**src/core/frame_pkg.sv**
```systemverilog
package frame_pkg;
   // register map
   localparam logic [7:0] ctrl_offset = 8'h10;
   localparam logic [7:0] status_offset = 8'h14;
   localparam logic [31:0] ctrl_write_mask = 32'h0000_7d0f;
   localparam logic [31:0] ctrl_reset = 32'h0000_0000;
   // field positions of the control register
   localparam int addr_include_bit = 14;
   localparam int supply_alarm_lo = 12;
   localparam int input_alarm_lo = 10;
   localparam int range_include_bit = 8;
   localparam int parity_enable_bit = 3;
   localparam int data_value_lo = 0;
   // field widths
   localparam int addr_width = 4;
   localparam int range_width = 4;
   localparam int result_width = 14;
   // widest frame: result, address, range, four flags, two parity bits
   localparam int frame_max = 28;
   localparam int count_width = 5;
   // data value selections
   localparam logic [2:0] pattern_zeros = 3'h4;
   localparam logic [2:0] pattern_ones = 3'h5;
   localparam logic [2:0] pattern_alt1 = 3'h6;
   localparam logic [2:0] pattern_alt2 = 3'h7;
endpackage : frame_pkg

```
**src/core/frame_if.sv**
```systemverilog
`timescale 1ns/1ps
// link between the register side and the frame builder
interface frame_if;
   logic [31:0] ctrl;
   logic [frame_pkg::result_width-1:0] result;
   logic [frame_pkg::addr_width-1:0] device_addr;
   logic [frame_pkg::range_width-1:0] range_value;
   logic [3:0] alarm_flags;
   logic [frame_pkg::frame_max-1:0] frame;
   logic [frame_pkg::count_width-1:0] frame_len;
   modport builder (input ctrl, result, device_addr, range_value,
                    alarm_flags, output frame, frame_len);
   modport owner (output ctrl, result, device_addr, range_value,
                  alarm_flags, input frame, frame_len);
endinterface : frame_if

```
**src/core/frame_builder.sv**
```systemverilog
`timescale 1ns/1ps
// combinational frame assembly, msb first, left justified in frame
module frame_builder (
   frame_if.builder fb // control and frame data
);
   localparam int rw = frame_pkg::result_width;
   localparam int fm = frame_pkg::frame_max;

   logic [rw-1:0] data_bits;
   logic [fm-1:0] acc;
   logic [frame_pkg::count_width-1:0] len;
   logic [2:0] sel;
   logic [1:0] sup;
   logic [1:0] inp;
   logic par_result;
   logic par_frame;

   // test patterns replace the result when the top select bit is set
   always_comb begin
      sel = fb.ctrl[frame_pkg::data_value_lo +: 3];
      data_bits = fb.result;
      for (int i = 0; i < rw; i++) begin
         case (sel)
            frame_pkg::pattern_zeros: data_bits[i] = 1'b0;
            frame_pkg::pattern_ones: data_bits[i] = 1'b1;
            frame_pkg::pattern_alt1: data_bits[i] = i[0];
            frame_pkg::pattern_alt2: data_bits[i] = i[1];
            default: data_bits[i] = fb.result[i];
         endcase
      end
   end

   // append items in fixed order, shifting the accumulator left
   always_comb begin
      sup = fb.ctrl[frame_pkg::supply_alarm_lo +: 2];
      inp = fb.ctrl[frame_pkg::input_alarm_lo +: 2];
      acc = '0;
      acc[rw-1:0] = data_bits;
      len = 5'(rw);
      par_result = ^data_bits;
      if (fb.ctrl[frame_pkg::addr_include_bit]) begin
         acc = {acc[fm-5:0], fb.device_addr};
         len = len + 5'h4;
      end
      if (fb.ctrl[frame_pkg::range_include_bit]) begin
         acc = {acc[fm-5:0], fb.range_value};
         len = len + 5'h4;
      end
      if (inp[0]) begin // high input flag
         acc = {acc[fm-2:0], fb.alarm_flags[0]};
         len = len + 5'h1;
      end
      if (inp[1]) begin // low input flag
         acc = {acc[fm-2:0], fb.alarm_flags[1]};
         len = len + 5'h1;
      end
      if (sup[0]) begin // high supply flag
         acc = {acc[fm-2:0], fb.alarm_flags[2]};
         len = len + 5'h1;
      end
      if (sup[1]) begin // low supply flag
         acc = {acc[fm-2:0], fb.alarm_flags[3]};
         len = len + 5'h1;
      end
      par_frame = ^acc; // unused upper bits are zero
      if (fb.ctrl[frame_pkg::parity_enable_bit]) begin
         acc = {acc[fm-3:0], par_result, par_result ^ par_frame};
         len = len + 5'h2;
      end
      // left justify so the first bit out is always bit fm-1
      fb.frame = acc << (5'(fm) - len);
      fb.frame_len = len;
   end
endmodule : frame_builder

```
**src/core/output_frame_composer.sv**
```systemverilog
`timescale 1ns/1ps
// Behaviour
// - address-include bit 14 puts the 4-bit device address in the frame
// - bits 13-12 pick which supply alarm flags enter the frame
// - bits 11-10 pick which input alarm flags enter the frame
// - range-include bit 8 adds the 4-bit range value
// - parity-enable bit 3 appends two parity bits at the end
// - first parity bit is even parity over result bits only
// - second parity bit is even parity over the whole frame
// - parity lengthens the frame by exactly two bits
// - data select with top bit clear sends the conversion result
// - select 100b sends all zeros, 101b all ones
// - select 110b alternates single bits, 111b alternates pairs
// - reserved control bits ignore writes and read zero
module output_frame_composer (
   input wire logic pclk, // apb clock, 50 MHz
   input wire logic presetn, // async reset, active low
   input wire logic psel, // apb select
   input wire logic penable, // apb access phase
   input wire logic pwrite, // apb direction
   input wire logic [7:0] paddr, // apb byte address
   input wire logic [31:0] pwdata, // apb write data
   output logic [31:0] prdata, // apb read data
   output logic pready, // apb ready
   output logic pslverr, // apb error on unmapped address
   input wire logic [13:0] conv_result, // conversion result, same clock
   input wire logic result_valid, // pulse: new result to frame
   input wire logic [3:0] device_addr, // device address value
   input wire logic [3:0] range_value, // input range setting
   input wire logic [3:0] alarm_flags, // in_h, in_l, vdd_h, vdd_l
   input wire logic shift_clk, // host shift clock, from a pin
   input wire logic frame_start_n, // frame select from host, active low
   output logic serial_out_lines, // serial data out
   output logic [31:0] ctrl_view, // registered control register copy
   output logic [27:0] frame_word, // latched frame, left justified
   output logic [4:0] frame_bits // latched frame length in bits
);
   localparam int fm = frame_pkg::frame_max;

   typedef struct packed {
      logic [31:0] ctrl;
      logic [31:0] rdata;
      logic ready;
      logic err;
      logic [fm-1:0] frame;
      logic [4:0] len;
      logic [fm-1:0] shreg;
      logic [4:0] left;
      logic sdo;
      logic [1:0] clk_sync;
      logic [1:0] cs_sync;
      logic clk_prev;
   } state_type;

   state_type st;
   state_type next_st;
   frame_if link ();

   frame_builder u_builder (
      .fb (link.builder)
   );

   assign link.ctrl = st.ctrl;
   assign link.result = conv_result;
   assign link.device_addr = device_addr;
   assign link.range_value = range_value;
   assign link.alarm_flags = alarm_flags;

   // register decode used by read and write paths
   function automatic logic hit_ctrl(input logic [7:0] a);
      hit_ctrl = (a == frame_pkg::ctrl_offset);
   endfunction : hit_ctrl

   function automatic logic hit_status(input logic [7:0] a);
      hit_status = (a == frame_pkg::status_offset);
   endfunction : hit_status

   logic setup;
   logic clk_rise;
   logic cs_active;

   // answer is registered from setup, so pready stands in the first access
   // cycle; the master must still wait for it rather than count cycles
   always_comb begin
      next_st = st;
      setup = psel && !penable;
      clk_rise = st.clk_sync[1] && !st.clk_prev;
      cs_active = !st.cs_sync[1];
      next_st.ready = setup;
      next_st.err = setup && !hit_ctrl(paddr) && !hit_status(paddr);
      next_st.rdata = 32'h0000_0000;
      if (setup && !pwrite) begin
         if (hit_ctrl(paddr)) begin
            next_st.rdata = st.ctrl;
         end else if (hit_status(paddr)) begin
            next_st.rdata = {27'h0, st.len};
         end
      end
      // write takes effect at the edge where pready is seen high
      if (psel && penable && st.ready && pwrite && hit_ctrl(paddr)) begin
         next_st.ctrl = pwdata & frame_pkg::ctrl_write_mask;
      end
      // pin synchronisers; only the second stage feeds any logic
      next_st.clk_sync = {st.clk_sync[0], shift_clk};
      next_st.cs_sync = {st.cs_sync[0], frame_start_n};
      next_st.clk_prev = st.clk_sync[1];
      if (result_valid) begin
         next_st.frame = link.frame;
         next_st.len = link.frame_len;
      end
      // frame shifts out msb first; a frame is len bits long
      if (!cs_active) begin
         next_st.shreg = st.frame;
         next_st.left = st.len;
         next_st.sdo = st.frame[fm-1];
      end else if (clk_rise && st.left != 5'h0) begin
         next_st.shreg = {st.shreg[fm-2:0], 1'b0};
         next_st.left = st.left - 5'h1;
         next_st.sdo = st.shreg[fm-2];
      end
   end

   // all state in one register, reset to constants only
   always_ff @(posedge pclk or negedge presetn) begin
      if (!presetn) begin
         st <= '0;
         st.ctrl <= frame_pkg::ctrl_reset;
         st.clk_sync <= 2'h0;
         st.cs_sync <= 2'h3;
      end else begin
         st <= next_st;
      end
   end

   assign prdata = st.rdata;
   assign pready = st.ready;
   assign pslverr = st.err;
   assign serial_out_lines = st.sdo;
   assign ctrl_view = st.ctrl;
   assign frame_word = st.frame;
   assign frame_bits = st.len;

   // reserved bits never become set
   property p_reserved_zero;
      @(posedge pclk) disable iff (!presetn)
         (st.ctrl & ~frame_pkg::ctrl_write_mask) == 32'h0;
   endproperty
   a_reserved_zero: assert property (p_reserved_zero)
      else $error("reserved control bit set");

   // frame length follows the enables exactly
   property p_len;
      @(posedge pclk) disable iff (!presetn)
         result_valid |=> st.len == 5'(14
            + 4 * $past(st.ctrl[frame_pkg::addr_include_bit])
            + 4 * $past(st.ctrl[frame_pkg::range_include_bit])
            + $countones($past(st.ctrl[13:10]))
            + 2 * $past(st.ctrl[frame_pkg::parity_enable_bit]));
   endproperty
   a_len: assert property (p_len)
      else $error("frame length mismatch");

   // with parity, the whole frame has even parity
   property p_frame_parity;
      @(posedge pclk) disable iff (!presetn)
         result_valid && st.ctrl[frame_pkg::parity_enable_bit]
         |=> ^st.frame == 1'b0;
   endproperty
   a_frame_parity: assert property (p_frame_parity)
      else $error("frame parity odd");

   // all-zero pattern gives zero data bits at the top
   property p_zeros;
      @(posedge pclk) disable iff (!presetn)
         result_valid && st.ctrl[2:0] == frame_pkg::pattern_zeros
         |=> st.frame[fm-1 -: 14] == 14'h0;
   endproperty
   a_zeros: assert property (p_zeros)
      else $error("zero pattern wrong");

   // all-ones pattern
   property p_ones;
      @(posedge pclk) disable iff (!presetn)
         result_valid && st.ctrl[2:0] == frame_pkg::pattern_ones
         |=> st.frame[fm-1 -: 14] == 14'h3fff;
   endproperty
   a_ones: assert property (p_ones)
      else $error("ones pattern wrong");

   // alternating single-bit pattern
   property p_alt;
      @(posedge pclk) disable iff (!presetn)
         result_valid && st.ctrl[2:0] == frame_pkg::pattern_alt1
         |=> st.frame[fm-1 -: 14] == 14'h2aaa;
   endproperty
   a_alt: assert property (p_alt)
      else $error("alternating pattern wrong");

   // real result passes when select msb is clear
   property p_result;
      @(posedge pclk) disable iff (!presetn)
         result_valid && !st.ctrl[2]
         |=> st.frame[fm-1 -: 14] == $past(conv_result);
   endproperty
   a_result: assert property (p_result)
      else $error("result not framed");

   // address follows the result directly
   property p_addr;
      @(posedge pclk) disable iff (!presetn)
         result_valid && st.ctrl[frame_pkg::addr_include_bit]
         |=> st.frame[fm-15 -: 4] == $past(device_addr);
   endproperty
   a_addr: assert property (p_addr)
      else $error("address not after result");

   // alternating pairs pattern
   property p_alt_pairs;
      @(posedge pclk) disable iff (!presetn)
         result_valid && st.ctrl[2:0] == frame_pkg::pattern_alt2
         |=> st.frame[fm-1 -: 14] == 14'h0ccc;
   endproperty
   a_alt_pairs: assert property (p_alt_pairs)
      else $error("pair pattern wrong");

   // range follows the result when the address is left out
   property p_range_direct;
      @(posedge pclk) disable iff (!presetn)
         result_valid && !st.ctrl[frame_pkg::addr_include_bit]
         && st.ctrl[frame_pkg::range_include_bit]
         |=> st.frame[fm-15 -: 4] == $past(range_value);
   endproperty
   a_range_direct: assert property (p_range_direct)
      else $error("range not after result");

   // range comes after the address when both are included
   property p_range_after_addr;
      @(posedge pclk) disable iff (!presetn)
         result_valid && st.ctrl[frame_pkg::addr_include_bit]
         && st.ctrl[frame_pkg::range_include_bit]
         |=> st.frame[fm-19 -: 4] == $past(range_value);
   endproperty
   a_range_after_addr: assert property (p_range_after_addr)
      else $error("range not after address");

   // input flags alone: high flag first, then low flag
   property p_input_flags;
      @(posedge pclk) disable iff (!presetn)
         result_valid && st.ctrl[14:8] == 7'h0c
         |=> st.frame[fm-15 -: 2]
             == {$past(alarm_flags[0]), $past(alarm_flags[1])};
   endproperty
   a_input_flags: assert property (p_input_flags)
      else $error("input flags misplaced");

   // supply flags alone: high flag first, then low flag
   property p_supply_flags;
      @(posedge pclk) disable iff (!presetn)
         result_valid && st.ctrl[14:8] == 7'h30
         |=> st.frame[fm-15 -: 2]
             == {$past(alarm_flags[2]), $past(alarm_flags[3])};
   endproperty
   a_supply_flags: assert property (p_supply_flags)
      else $error("supply flags misplaced");

   // first parity bit covers the data bits only
   property p_result_parity;
      @(posedge pclk) disable iff (!presetn)
         result_valid && st.ctrl[frame_pkg::parity_enable_bit]
         |=> st.frame[fm + 1 - int'(st.len)] == ^st.frame[fm-1 -: 14];
   endproperty
   a_result_parity: assert property (p_result_parity)
      else $error("result parity wrong");

   // bits below the end of the frame stay zero
   property p_pad_zero;
      @(posedge pclk) disable iff (!presetn)
         result_valid |=> (st.frame << st.len) == '0;
   endproperty
   a_pad_zero: assert property (p_pad_zero)
      else $error("bits set past frame end");

   // a write keeps only the writable control bits
   property p_write_masked;
      @(posedge pclk) disable iff (!presetn)
         psel && penable && pready && pwrite
         && paddr == frame_pkg::ctrl_offset
         |=> st.ctrl == ($past(pwdata) & frame_pkg::ctrl_write_mask);
   endproperty
   a_write_masked: assert property (p_write_masked)
      else $error("control write not masked");

   // control only changes on a completed write
   property p_ctrl_hold;
      @(posedge pclk) disable iff (!presetn)
         !(psel && penable && pready && pwrite)
         |=> st.ctrl == $past(st.ctrl);
   endproperty
   a_ctrl_hold: assert property (p_ctrl_hold)
      else $error("control changed without write");

   // pready answers in the first access cycle
   property p_ready_after_setup;
      @(posedge pclk) disable iff (!presetn)
         psel && !penable |=> pready;
   endproperty
   a_ready_after_setup: assert property (p_ready_after_setup)
      else $error("no ready after setup");

   // pready stands for one cycle only
   property p_ready_pulse;
      @(posedge pclk) disable iff (!presetn)
         pready |=> !pready;
   endproperty
   a_ready_pulse: assert property (p_ready_pulse)
      else $error("ready held too long");

   // an error only comes with the answer
   property p_err_with_ready;
      @(posedge pclk) disable iff (!presetn)
         pslverr |-> pready;
   endproperty
   a_err_with_ready: assert property (p_err_with_ready)
      else $error("error without ready");

   // a refused read returns zero
   property p_refused_zero;
      @(posedge pclk) disable iff (!presetn)
         pslverr |-> prdata == 32'h0000_0000;
   endproperty
   a_refused_zero: assert property (p_refused_zero)
      else $error("refused read not zero");

   // status read returns the latched frame length
   property p_status_read;
      @(posedge pclk) disable iff (!presetn)
         psel && !penable && !pwrite && paddr == frame_pkg::status_offset
         |=> prdata == {27'h0, $past(st.len)};
   endproperty
   a_status_read: assert property (p_status_read)
      else $error("status read wrong");

   // while deselected the first frame bit waits on the line
   property p_shift_idle;
      @(posedge pclk) disable iff (!presetn)
         !cs_active |=> serial_out_lines == $past(st.frame[fm-1]);
   endproperty
   a_shift_idle: assert property (p_shift_idle)
      else $error("first bit not presented");

   // each synchronised clock rise while selected with bits left moves one bit and counts it
   property p_shift_step;
      @(posedge pclk) disable iff (!presetn)
         cs_active && clk_rise && st.left != 5'h0
         |=> st.left == $past(st.left) - 5'h1;
   endproperty
   a_shift_step: assert property (p_shift_step)
      else $error("shift count wrong");
endmodule : output_frame_composer

```
**config.mk**
```make
export PLATFORM = sky130hd
export DESIGN_NAME = output_frame_composer
export DESIGN_NICKNAME = d
export VERILOG_FILES = /design/src/core/frame_pkg.sv /design/src/core/frame_if.sv /design/src/core/frame_builder.sv /design/src/core/output_frame_composer.sv
export SDC_FILE = /design/constraint.sdc
export NUM_CORES = 1
export LEC_CHECK = 0
export BUFFER_PORTS_ARGS = -buffer_cell sky130_fd_sc_hd__buf_4
export CORE_MARGIN = 3
export CORE_UTILIZATION = 30
export CTS_CLUSTER_SIZE = 24
export DETAILED_ROUTE_END_ITERATION = 7
export GPL_TIMING_DRIVEN = 0
export PLACE_DENSITY = 0.47
export SYNTH_ARGS = -nofsm -noshare
export SYNTH_HDL_FRONTEND = slang
export SYNTH_HIERARCHICAL = 1
export SYNTH_SLANG_ARGS = --single-unit
```
**constraint.sdc**
```tcl
create_clock -name pclk -period 13.3 [get_ports pclk]
set_clock_uncertainty 0.15 [all_clocks]
set_input_delay 0.665 -clock pclk [delete_from_list [all_inputs] [get_ports pclk]]
set_output_delay 0.665 -clock pclk [all_outputs]
set_load 0.03 [all_outputs]
```
==> metrics.txt, run 1 <==
port bufs around 110; pin count of the biggest net entering global routing 95; Congestion Overflow GR 0; # rows 66; die height around 190 um; flops & latches, synth 94; Post-CTS Setup Inserts 0; dpl cells ~1800; WP data required 13.38 ns; RSZ-0062 raised after global routing false; Starting DRT DRC Count 750; GPL Wtd Cong approximately 0.9; CP max-delay cell clkbuf_1; hpwl dp about 28000 um; Worst-Skew Late Latency roughly 0.35 ns; vias in the first global route about 9500; Post-synth EDFFs 0; DRT antenna net count 0; fraction of layout instances using a drive strength above 1 approximately 25%; htree depth 3; vias per cell between 5 and 6; crit-path cells clkbuf_1 -> inv_1 -> clkbuf_1 -> buf_1 -> ha_1 -> clkbuf_1 -> xnor2_1 -> clkinv_1 -> nand2_1 -> and2_1 -> clkbuf_1 -> inv_1 -> buf_1 -> buf_1 -> ha_1 -> clkbuf_1 -> clkbuf_1 -> clkbuf_1 -> clkbuf_1 -> nor2_1 -> o21ai_0 -> o211ai_1 -> a32o_1 -> mux2_2; initial antenna violation count 0; crit-path max FO 10; Vias just under 10000; run status completed; setup tns final 0 ns; Slew @ Worst Pin ~1.2 ns; Synth Instances roughly 1200; Top Ports approximately 170; period utilization 62.81%; total wire length ~35000 um; final count of hold timing violations 0; Non-Filler Instances 1841; GRT Resource Usage Total between 10% and 20%; biggest cell delay along the critical path between 0.6 and 0.7 ns; Max-Cap Viols 0; CTS tree built; Initial Util a little under a third; DR pass1 iterations 5; static leakage ~0.005 uW; Clock Tree Buf Depth 2; first-pass GRT wire length ~55000 um; Final nets around 1500; PD cells about 70 nW/um^2; hold slack final approximately 0.21 ns; Ys Warns 6; Final Critical Period around 8.4 ns; kind of end point of the critical path flop; Hold Crit Class reg2reg; P&R area growth vs syn 17.86%; cell mode on critical path clkbuf_1; root buffer cell clkbuf_16; Sink Count 94; Ant. Diodes 0; Mean Syn Cell Area just over 8 um^2; Final setup viols 0; VDD IR max 0.08248 mV; Hold-fix buffers, CTS 0; Yosys cell types just under 100; Primary FF master, synth dfrtp_1; Fmax achieved 119.7 MHz; Seq/Total Area, Yosys a little under a quarter; WP data arrival about 8.4 ns; Clk pin slew, worst setup/hold paths around 0.08 ns; crit path kind reg2reg; Rel. slew slack about 17%; CTS Buf Count 9; chip width 190.2 um; WL/cell roughly 19 um; Async S/R FF share, synth between 90% and 100%; fill count between 3000 and 4000; die area around 36000 um^2; fin. max-slew vios 0; Resized cells post-CTS 0; core box area around 33000 um^2; Setup crit start kind flop; DRC Markers 0; Post-Syn Area 10180 um^2
## stage by stage
stage / total power [uW] / setup WS [ns] / util [%] / area, um^2
6_report: 842.7 / 4.947 / 36.41 / 12000
5_1_grt: 881.8 / 4.241 / 36.41 / 12000
4_1_cts: 848.5 / 5.004 / 36.41 / 12000
3_5_place_dp: 572.9 / 5.045 / 35.46 / 11690
3_3_place_gp: 571.5 / 5.047 / 35.46 / 11690
2_1_floorplan: 496.2 / 7.393 / - / 10340
## kinds of logic (layout without fill, tap and decap cells)
| family | after synthesis | count (layout) | share of synthesized area [%] |
|---|---|---|---|
| xor gates and xnor gates | 59 | 59 | 5.679 |
| muxes | 153 | 153 | 16.83 |
| buffers and inverters | 221 | 343 | 12.54 |
| AOI/OAI and AO/OA | 373 | 373 | 24.93 |
| and+or+nand+nor | 324 | 324 | 15.62 |
| DFF | 94 | 94 | 23.13 |
| adders and majority gates | 10 | 10 | 1.229 |
| other | 1 | 43 | 0.03684 |
## final cells by class
class | count | area [um^2] | area share (%)
timing repair buffer | 106 | 795.8 | 6.633
clock inverter | 7 | 86.33 | 0.7196
multi-input combinational | 962 | 6705 | 55.89
sequential | 94 | 2355 | 19.63
clock buffer | 9 | 225.2 | 1.877
buffer | 195 | 1179 | 9.825
inverter | 26 | 97.59 | 0.8135
tap | 442 | 553.0 | 4.610
## power breakdown
| group | internal [uW] | switching, uW |
|---|---|---|
| logic | 110 | 144 |
| registers | 303 | 13.2 |
| clock network | 150 | 123 |
## cells in the mapped netlist (all sizes together) (8+ instances only)
library cell / number / area (um^2)
o311ai: 9 / 78.83
a22oi: 14 / 110.1
a21oi: 92 / 468.0
o31ai: 9 / 67.56
o22ai: 8 / 50.05
buf: 128 / 927.1
a21o: 11 / 82.58
nand3: 26 / 130.1
nor2: 91 / 341.6
nand2b: 10 / 62.56
and2: 14 / 87.58
o21ai: 72 / 364.1
a211oi: 20 / 160.2
nand2: 80 / 300.3
or3: 8 / 50.05
mux2: 69 / 818.3
clkbuf: 67 / 251.5
mux2i: 80 / 804.5
inv: 23 / 86.33
nor3: 24 / 125.1
xnor2: 42 / 386.6
nor2b: 37 / 231.5
a31oi: 36 / 225.2
xor2: 14 / 122.6
dfrtp: 92 / 2302
a221oi: 11 / 108.9
o211ai: 21 / 157.7
ha: 10 / 125.1
## registers in the layout, indices dropped and copies added, names as in the netlist
register and count:
st 34, frame_word 28, prdata 11, ctrl_view 10
frame_bits 5, next_st 3, pready 1, pslverr 1
serial_out_lines 1
## worst max-delay path: cells and delay by family (launching register included)
| kind | cells | cell delay, ns |
|---|---|---|
| compound gates | 3 | 0.69 |
| xor+xnor | 1 | 0.36 |
| fa+ha+maj | 2 | 0.76 |
| buf+inv | 14 | 5.01 |
| flops | 1 | 0.44 |
| mux | 1 | 0.26 |
| simple gates | 3 | 0.57 |
## cells in the final DEF, fill, tap and decap left out, types with 10 or more instances in the layout
master / synthesis / routed
mux2_2: 56 / 56
inv_1: 22 / 22
conb_1: 1 / 43
nor2_1: 91 / 91
nand3_1: 26 / 26
xnor2_1: 41 / 41
a21oi_1: 90 / 90
dfrtp_1: 92 / 92
mux2i_1: 79 / 79
o21ai_0: 68 / 68
nor3_1: 23 / 23
mux2_4: 11 / 11
a21o_1: 11 / 11
o211ai_1: 21 / 21
ha_1: 10 / 10
a31oi_1: 36 / 36
nor2b_1: 37 / 37
xor2_1: 14 / 14
and2_1: 14 / 14
nand2_1: 80 / 80
nand2b_1: 10 / 10
clkbuf_1: 67 / 67
a211oi_1: 18 / 18
buf_4: 104 / 210
a22oi_1: 13 / 13
## routing by layer
layer  global-route usage [%]  wire [um]  vias to the layer above
met2                    31.35      16390                      309
met1                    27.40      16720                     4801
met4                    2.992        320                        0
li1                         -          -                     4702
met5                        0          0                        -
met3                    1.235       1723                       21
## path summary, 6_finish.rpt
check                               from        endpoint  slack, ns  cells after the start
setup / recovery           ctrl_view[11]  frame_word[23]       4.95                     24
hold / removal                next_st[4]      next_st[0]       0.21                      0
setup reg to reg           ctrl_view[11]  frame_word[23]       4.95                     24
hold reg to reg               next_st[4]      next_st[0]       0.21                      0
max in group asynchronous        presetn          st[11]      11.78                      1
min in group asynchronous        presetn       prdata[3]       0.41                      1
No activity file was read; power rests on OpenSTA's default activity.
==> run 2: changes to the inputs <==
- PLACE_DENSITY: 0.47 -> 0.49
- clock period: 13.3 -> 7.2 ns (I/O delays scaled with it)
==> run 2 against run 1 <==
- combinational power is 84% higher
- highest routed layer unchanged
- largest cell class unchanged
- count of clock-buffer cells in the layout is 4 higher
- critical endpoint is now frame_word[27]
- design area is 0.46% higher
- global-route usage is 0.10 points lower
- final cell count hardly changed
==> metrics.txt, run 2 (same netlist as run 1, synthesis figures left out) <==
run status completed; most common cell after layout, fill and taps aside buf_4; kind of end point of the critical path flop; period utilization 93.24%; CTS tree built; CP max-delay cell dfrtp_1; RSZ-0062 raised after global routing false; DR pass1 iterations 5; Congestion Overflow GR 0; Starting DRT DRC Count approximately 660; crit-path max FO 10; GPL Wtd Cong 0.9293; WL/cell 18.85 um; core box area roughly 33000 um^2; Initial Util around 30%; die height around 190 um; static leakage ~0.0052 uW; htree depth 3; initial antenna violation count 0; Setup crit start kind flop; DRT antenna net count 0; Worst path top cell family by delay buffers and inverters; Rel. slew slack roughly a fifth; hpwl dp around 28000 um; fraction of layout instances using a drive strength above 1 ~25%; clock network power share 33.4%; Clk pin slew, worst setup/hold paths about 0.07 ns; Final Critical Period about 6.7 ns; post-layout util around 37%; WP data arrival around 6.8 ns; Fmax achieved 149.0 MHz; largest register by flop count st; pre-CTS WS -0.9818 ns; crit-path cells buf_6 -> buf_6 -> inv_1 -> ha_1 -> clkbuf_1 -> xnor2_1 -> clkinv_2 -> nand2_1 -> and2_1 -> clkbuf_1 -> inv_1 -> buf_1 -> buf_2 -> ha_1 -> clkbuf_1 -> clkbuf_2 -> clkbuf_1 -> o21ai_0 -> o32ai_1 -> mux2i_1 -> a211oi_1 -> a21oi_1 -> mux2_2; Ant. Diodes 0; Final nets 1479; vias per cell 5.326; Worst-Skew Late Latency about 0.35 ns; final count of hold timing violations 0; biggest cell delay along the critical path ~0.48 ns; WP data required slightly above 7 ns; first-pass GRT wire length about 55000 um; PD cells roughly 130 nW/um^2; VDD IR max between 0.1 and 0.15 mV; Sink Count 94; chip width approximately 190 um; Top Ports 174; P_int between 1000 and 1500 uW; setup tns final 0 ns; worst path bufs/invs 12; GRT Resource Usage Total about a fifth; root buffer cell clkbuf_16; Non-Filler Instances 1842; pin count of the biggest net entering global routing between 90 and 100; combinational share of power between 20 and 30%; Max-Cap Viols 0; crit path kind reg2reg; cell mode on critical path clkbuf_1; Final setup viols 0; Final Power 1577 uW; vias in the first global route between 9000 and 10000; most frequent cells in the layout buf_4 (211), dfrtp_1 (92), nor2_1 (91), a21oi_1 (90), nand2_1 (80); Clock Tree Buf Depth 2; port bufs roughly 110; max FFs per register 34; Final WS setup 0.4865 ns; Hold Crit Class in2reg; # rows 66; Vias around 10000; CTS Buf Count 9; switching share of total power 31.07%; Net Sw Power slightly below 500 uW; Slew @ Worst Pin around 1.2 ns; fin. max-slew vios 0; total wire length about 35000 um; DRC Markers 0; dpl cells 1825; P&R area growth vs syn 18.40%; sequential share of power between 30% and 40%; die area ~36000 um^2
run 2: metrics by stage:
| step | hold WS, ns | area [um^2] |
|---|---|---|
| after floorplan | -0.08559 | 10340 |
| after global placement | 0.1951 | 11690 |
| after detailed placement | 0.1888 | 11690 |
| after CTS | 0.02312 | 12040 |
| after global routing | 0.03671 | 12050 |
| final | 0.04223 | 12050 |
run 2: cell type report:
| class | instances | area, um^2 |
|---|---|---|
| Multi-Input combinational cell | 962 | 6713 |
| Sequential cell | 94 | 2355 |
| Timing Repair Buffer | 109 | 823.3 |
| Inverter | 26 | 102.6 |
| Fill cell | 3510 | 20900 |
| Buffer | 193 | 1177 |
| Clock inverter | 3 | 67.56 |
| Tap cell | 442 | 553.0 |
| Clock buffer | 13 | 260.3 |
run 2: worst paths after layout:
path	cells past startpoint	from	to	slack [ns]
worst max-delay path	23	ctrl_view[10]	frame_word[27]	0.49
worst min-delay path	2	penable	pready	0.04
worst max register to register	23	ctrl_view[10]	frame_word[27]	0.49
worst min register to register	0	next_st[4]	next_st[0]	0.20
max in group asynchronous	1	presetn	frame_word[27]	6.02
min in group asynchronous	1	presetn	pslverr	0.09
run 2: timing repair:
| action | 4_1_cts | 5_1_grt |
|---|---|---|
| endpoints found under the setup margin | 28 | 21 |
| hold buffers | 2 | 0 |
| gates resized for setup | 4 | 7 |
| endpoints found under the hold margin | 2 | 0 |
| setup buffers | 1 | 0 |
| cloned | 0 | 0 |
run 2: power groups by stage:
| stage | logic [uW] | registers [uW] | clock network [uW] |
|---|---|---|---|
| after floorplan | 331 | 586 | 0 |
| after global placement | 460 | 593 | 0 |
| after detailed placement | 463 | 593 | 0 |
| after CTS | 465 | 583 | 541 |
| after global routing | 503 | 588 | 561 |
| final | 468 | 584 | 526 |
run 2: per-layer routing:
| layer | wire [um] | GRT usage, % | vias up | part of all wire, % |
|---|---|---|---|---|
| met4 | 609 | 4.629 | 0 | 1.8 |
| met5 | 0 | 0 | - | 0 |
| met3 | 2065 | 2.414 | 40 | 5.9 |
| met2 | 16030 | 30.61 | 344 | 46 |
| li1 | - | - | 4709 | - |
| met1 | 16020 | 26.31 | 4717 | 46 |
run 2: worst reg2reg max path: stages (launching register included):
cell	delay (ns)
dfrtp_1	0.48
buf_6	0.19
buf_6	0.15
inv_1	0.29
ha_1	0.30
clkbuf_1	0.24
xnor2_1	0.39
clkinv_2	0.27
nand2_1	0.25
and2_1	0.16
clkbuf_1	0.21
inv_1	0.15
buf_1	0.30
buf_2	0.30
ha_1	0.30
clkbuf_1	0.34
clkbuf_2	0.32
clkbuf_1	0.38
o21ai_0	0.16
o32ai_1	0.35
mux2i_1	0.26
a211oi_1	0.27
a21oi_1	0.09
mux2_2	0.29
==> run 3: changes to the inputs <==
- CORE_MARGIN: 3 -> unset
- SLEW_MARGIN: unset -> 20
==> run 3 against run 2 <==
- the flow now finishes with violations (design-rule violations)
- largest cell class unchanged
- non-clock buffer count stayed put
- clock power is 11% lower
- via count is 0.25% higher
- register-to-register slack better by 0.14 ns
- design area is 0.20% lower
==> metrics.txt, run 3 (same netlist as run 1, synthesis figures left out) <==
WP data arrival 6.67 ns; WL/cell 18.82 um; vias per cell approximately 5.3; total wire length between 30000 and 40000 um; Multi-input gate area 6713 um^2; Hold Path Sink pready; Sink Count 94; most frequent cells in the layout buf_4 (210), dfrtp_1 (92), nor2_1 (91), a21oi_1 (90), nand2_1 (80); CTS tree built; Hold Crit Start penable; hold slack final ~0.043 ns; Hold Crit Depth 2; Rel. slew slack around a third; initial antenna violation count 1; RSZ-0062 raised after global routing false; P&R area growth vs syn 18.17%; Starting DRT DRC Count about 770; Worst Reg2Reg Path Length in Cells 21; Fmax achieved 152.2 MHz; max FFs per register 34; kind of end point of the critical path flop; period utilization 91.26%; # rows between 60 and 70; crit-path cells clkbuf_1 -> clkinvlp_4 -> buf_2 -> ha_1 -> xnor2_1 -> inv_2 -> nand2_1 -> and2_1 -> clkbuf_1 -> clkinvlp_4 -> clkbuf_2 -> ha_1 -> clkbuf_1 -> clkbuf_2 -> clkbuf_2 -> clkbuf_1 -> nor2_1 -> o21ai_0 -> o211ai_1 -> a32o_1 -> mux2_2; static leakage between 0.005 and 0.006 uW; PD cells between 100 and 150 nW/um^2; pin count of the biggest net entering global routing 95; biggest cell delay along the critical path about 0.46 ns; Placed Area roughly 12000 um^2; Initial Util a little under a third; core box area roughly 33000 um^2; WP data required 7.30 ns; setup tns final 0 ns; Setup crit start kind flop; crit-path max FO 15; Congestion Overflow GR 0; VDD IR max between 0.1 and 0.15 mV; largest register by flop count st; DR pass1 iterations 7; Hold Crit Class in2reg; chip width between 150 and 200 um; Vias between 9000 and 10000; GPL Wtd Cong 0.9176; Max-Cap Viols 0; Clock Tree Buf Depth 2; Ant. Diodes 0; cell mode on critical path clkbuf_1; Final Critical Period between 6 and 7 ns; port bufs ~110; CP max-delay cell ha_1; die area between 30000 and 40000 um^2; htree depth 3; Top Ports 174; most common cell after layout, fill and taps aside buf_4; run status complete, but fails checks; crit path kind reg2reg; die height between 150 and 200 um; final count of hold timing violations 0; capturing point of the worst reg2reg path frame_word[23]; fill count between 3000 and 4000; fin. max-slew vios 0; DRC Markers 2; Register Area 2355 um^2; final non-filler cell area 12030 um^2; fraction of layout instances using a drive strength above 1 about a quarter; Clk pin slew, worst setup/hold paths about 0.080 ns; Slew @ Worst Pin roughly 0.97 ns; GRT Resource Usage Total between 20% and 30%; R2R Setup Slk approximately 0.63 ns; reg-to-reg startpoint ctrl_view[11]; Final nets approximately 1500; Worst-Skew Late Latency about 0.36 ns; hpwl dp 27660 um; DRT antenna net count 0; first-pass GRT wire length about 55000 um; vias in the first global route approximately 9500; Worst Setup SP ctrl_view[11]; failing checks design-rule violations; Final setup viols 0; root buffer cell clkbuf_16; CTS Buf Count 9
## run 3: power by group
| group | internal [uW] | leakage [uW] | switching (uW) | total, uW |
|---|---|---|---|---|
| clock network | 241 | 0.000133 | 225 | 466 |
| logic | 205 | 0.00384 | 266 | 471 |
| registers | 559 | 0.00118 | 23.6 | 582 |
| total | 1010 | 0.00515 | 514 | 1520 |
## run 3: layout make-up
class,count,share of cell area [%]
Inverter,26,0.8738
Clock buffer,10,1.904
Sequential cell,94,19.58
Buffer,192,9.758
Timing Repair Buffer,110,6.959
Clock inverter,6,0.4577
Tap cell,448,4.660
Multi-Input combinational cell,962,55.81
## run 3: stage by stage
| step | instances | util [%] | worst slack [ns] | power, uW |
|---|---|---|---|---|
| global placement | 1831 | 34.96 | -0.9512 | 1056 |
| finish | 1848 | 35.96 | 0.6295 | 1520 |
| global route | 1848 | 35.96 | 0.03839 | 1602 |
| floorplan | 1277 | - | 1.293 | 916.5 |
| detailed placement | 1831 | 34.97 | -0.9324 | 1058 |
| CTS | 1850 | 35.96 | 0.02045 | 1531 |
## run 3: worst max-delay path, delay by kind of cell, from the launching register on
family          cells  cell delay, ns
fa+ha+maj           2            0.80
buf+inv            11            3.35
xor+xnor            1            0.34
simple gates        3            0.43
mux                 1            0.27
compound gates      3            0.67
flops               1            0.43
## run 3: layer usage
metal / wire length [um] / share of wire, % / vias up / global-route usage, %
met5: 13 / 0.037 / - / 0
met4: 578 / 1.7 / 2 / 5.246
met3: 1937 / 5.6 / 37 / 2.512
met2: 15970 / 46 / 331 / 33.07
met1: 16280 / 47 / 4757 / 28.35
li1: - / - / 4708 / -
## run 3: worst max-delay path by stage
stage / to / slack [ns] / depth (start not counted)
2_1_floorplan: frame_word[23] / 1.29 / 24
4_1_cts: frame_word[21] / 0.02 / 24
6_report: frame_word[23] / 0.63 / 21
3_3_place_gp: frame_word[23] / -0.95 / 24
3_5_place_dp: frame_word[23] / -0.93 / 24
5_1_grt: frame_word[23] / 0.04 / 21
## run 3: timing repair
item                                   in CTS  in global routing
gates resized for setup                     4                  7
hold buffers                                3                  0
buffers inserted                            1                  0
setup endpoints to repair                  28                 26
endpoints found under the hold margin      25                  0
pin swaps                                   0                  0
gates cloned                                0                  0
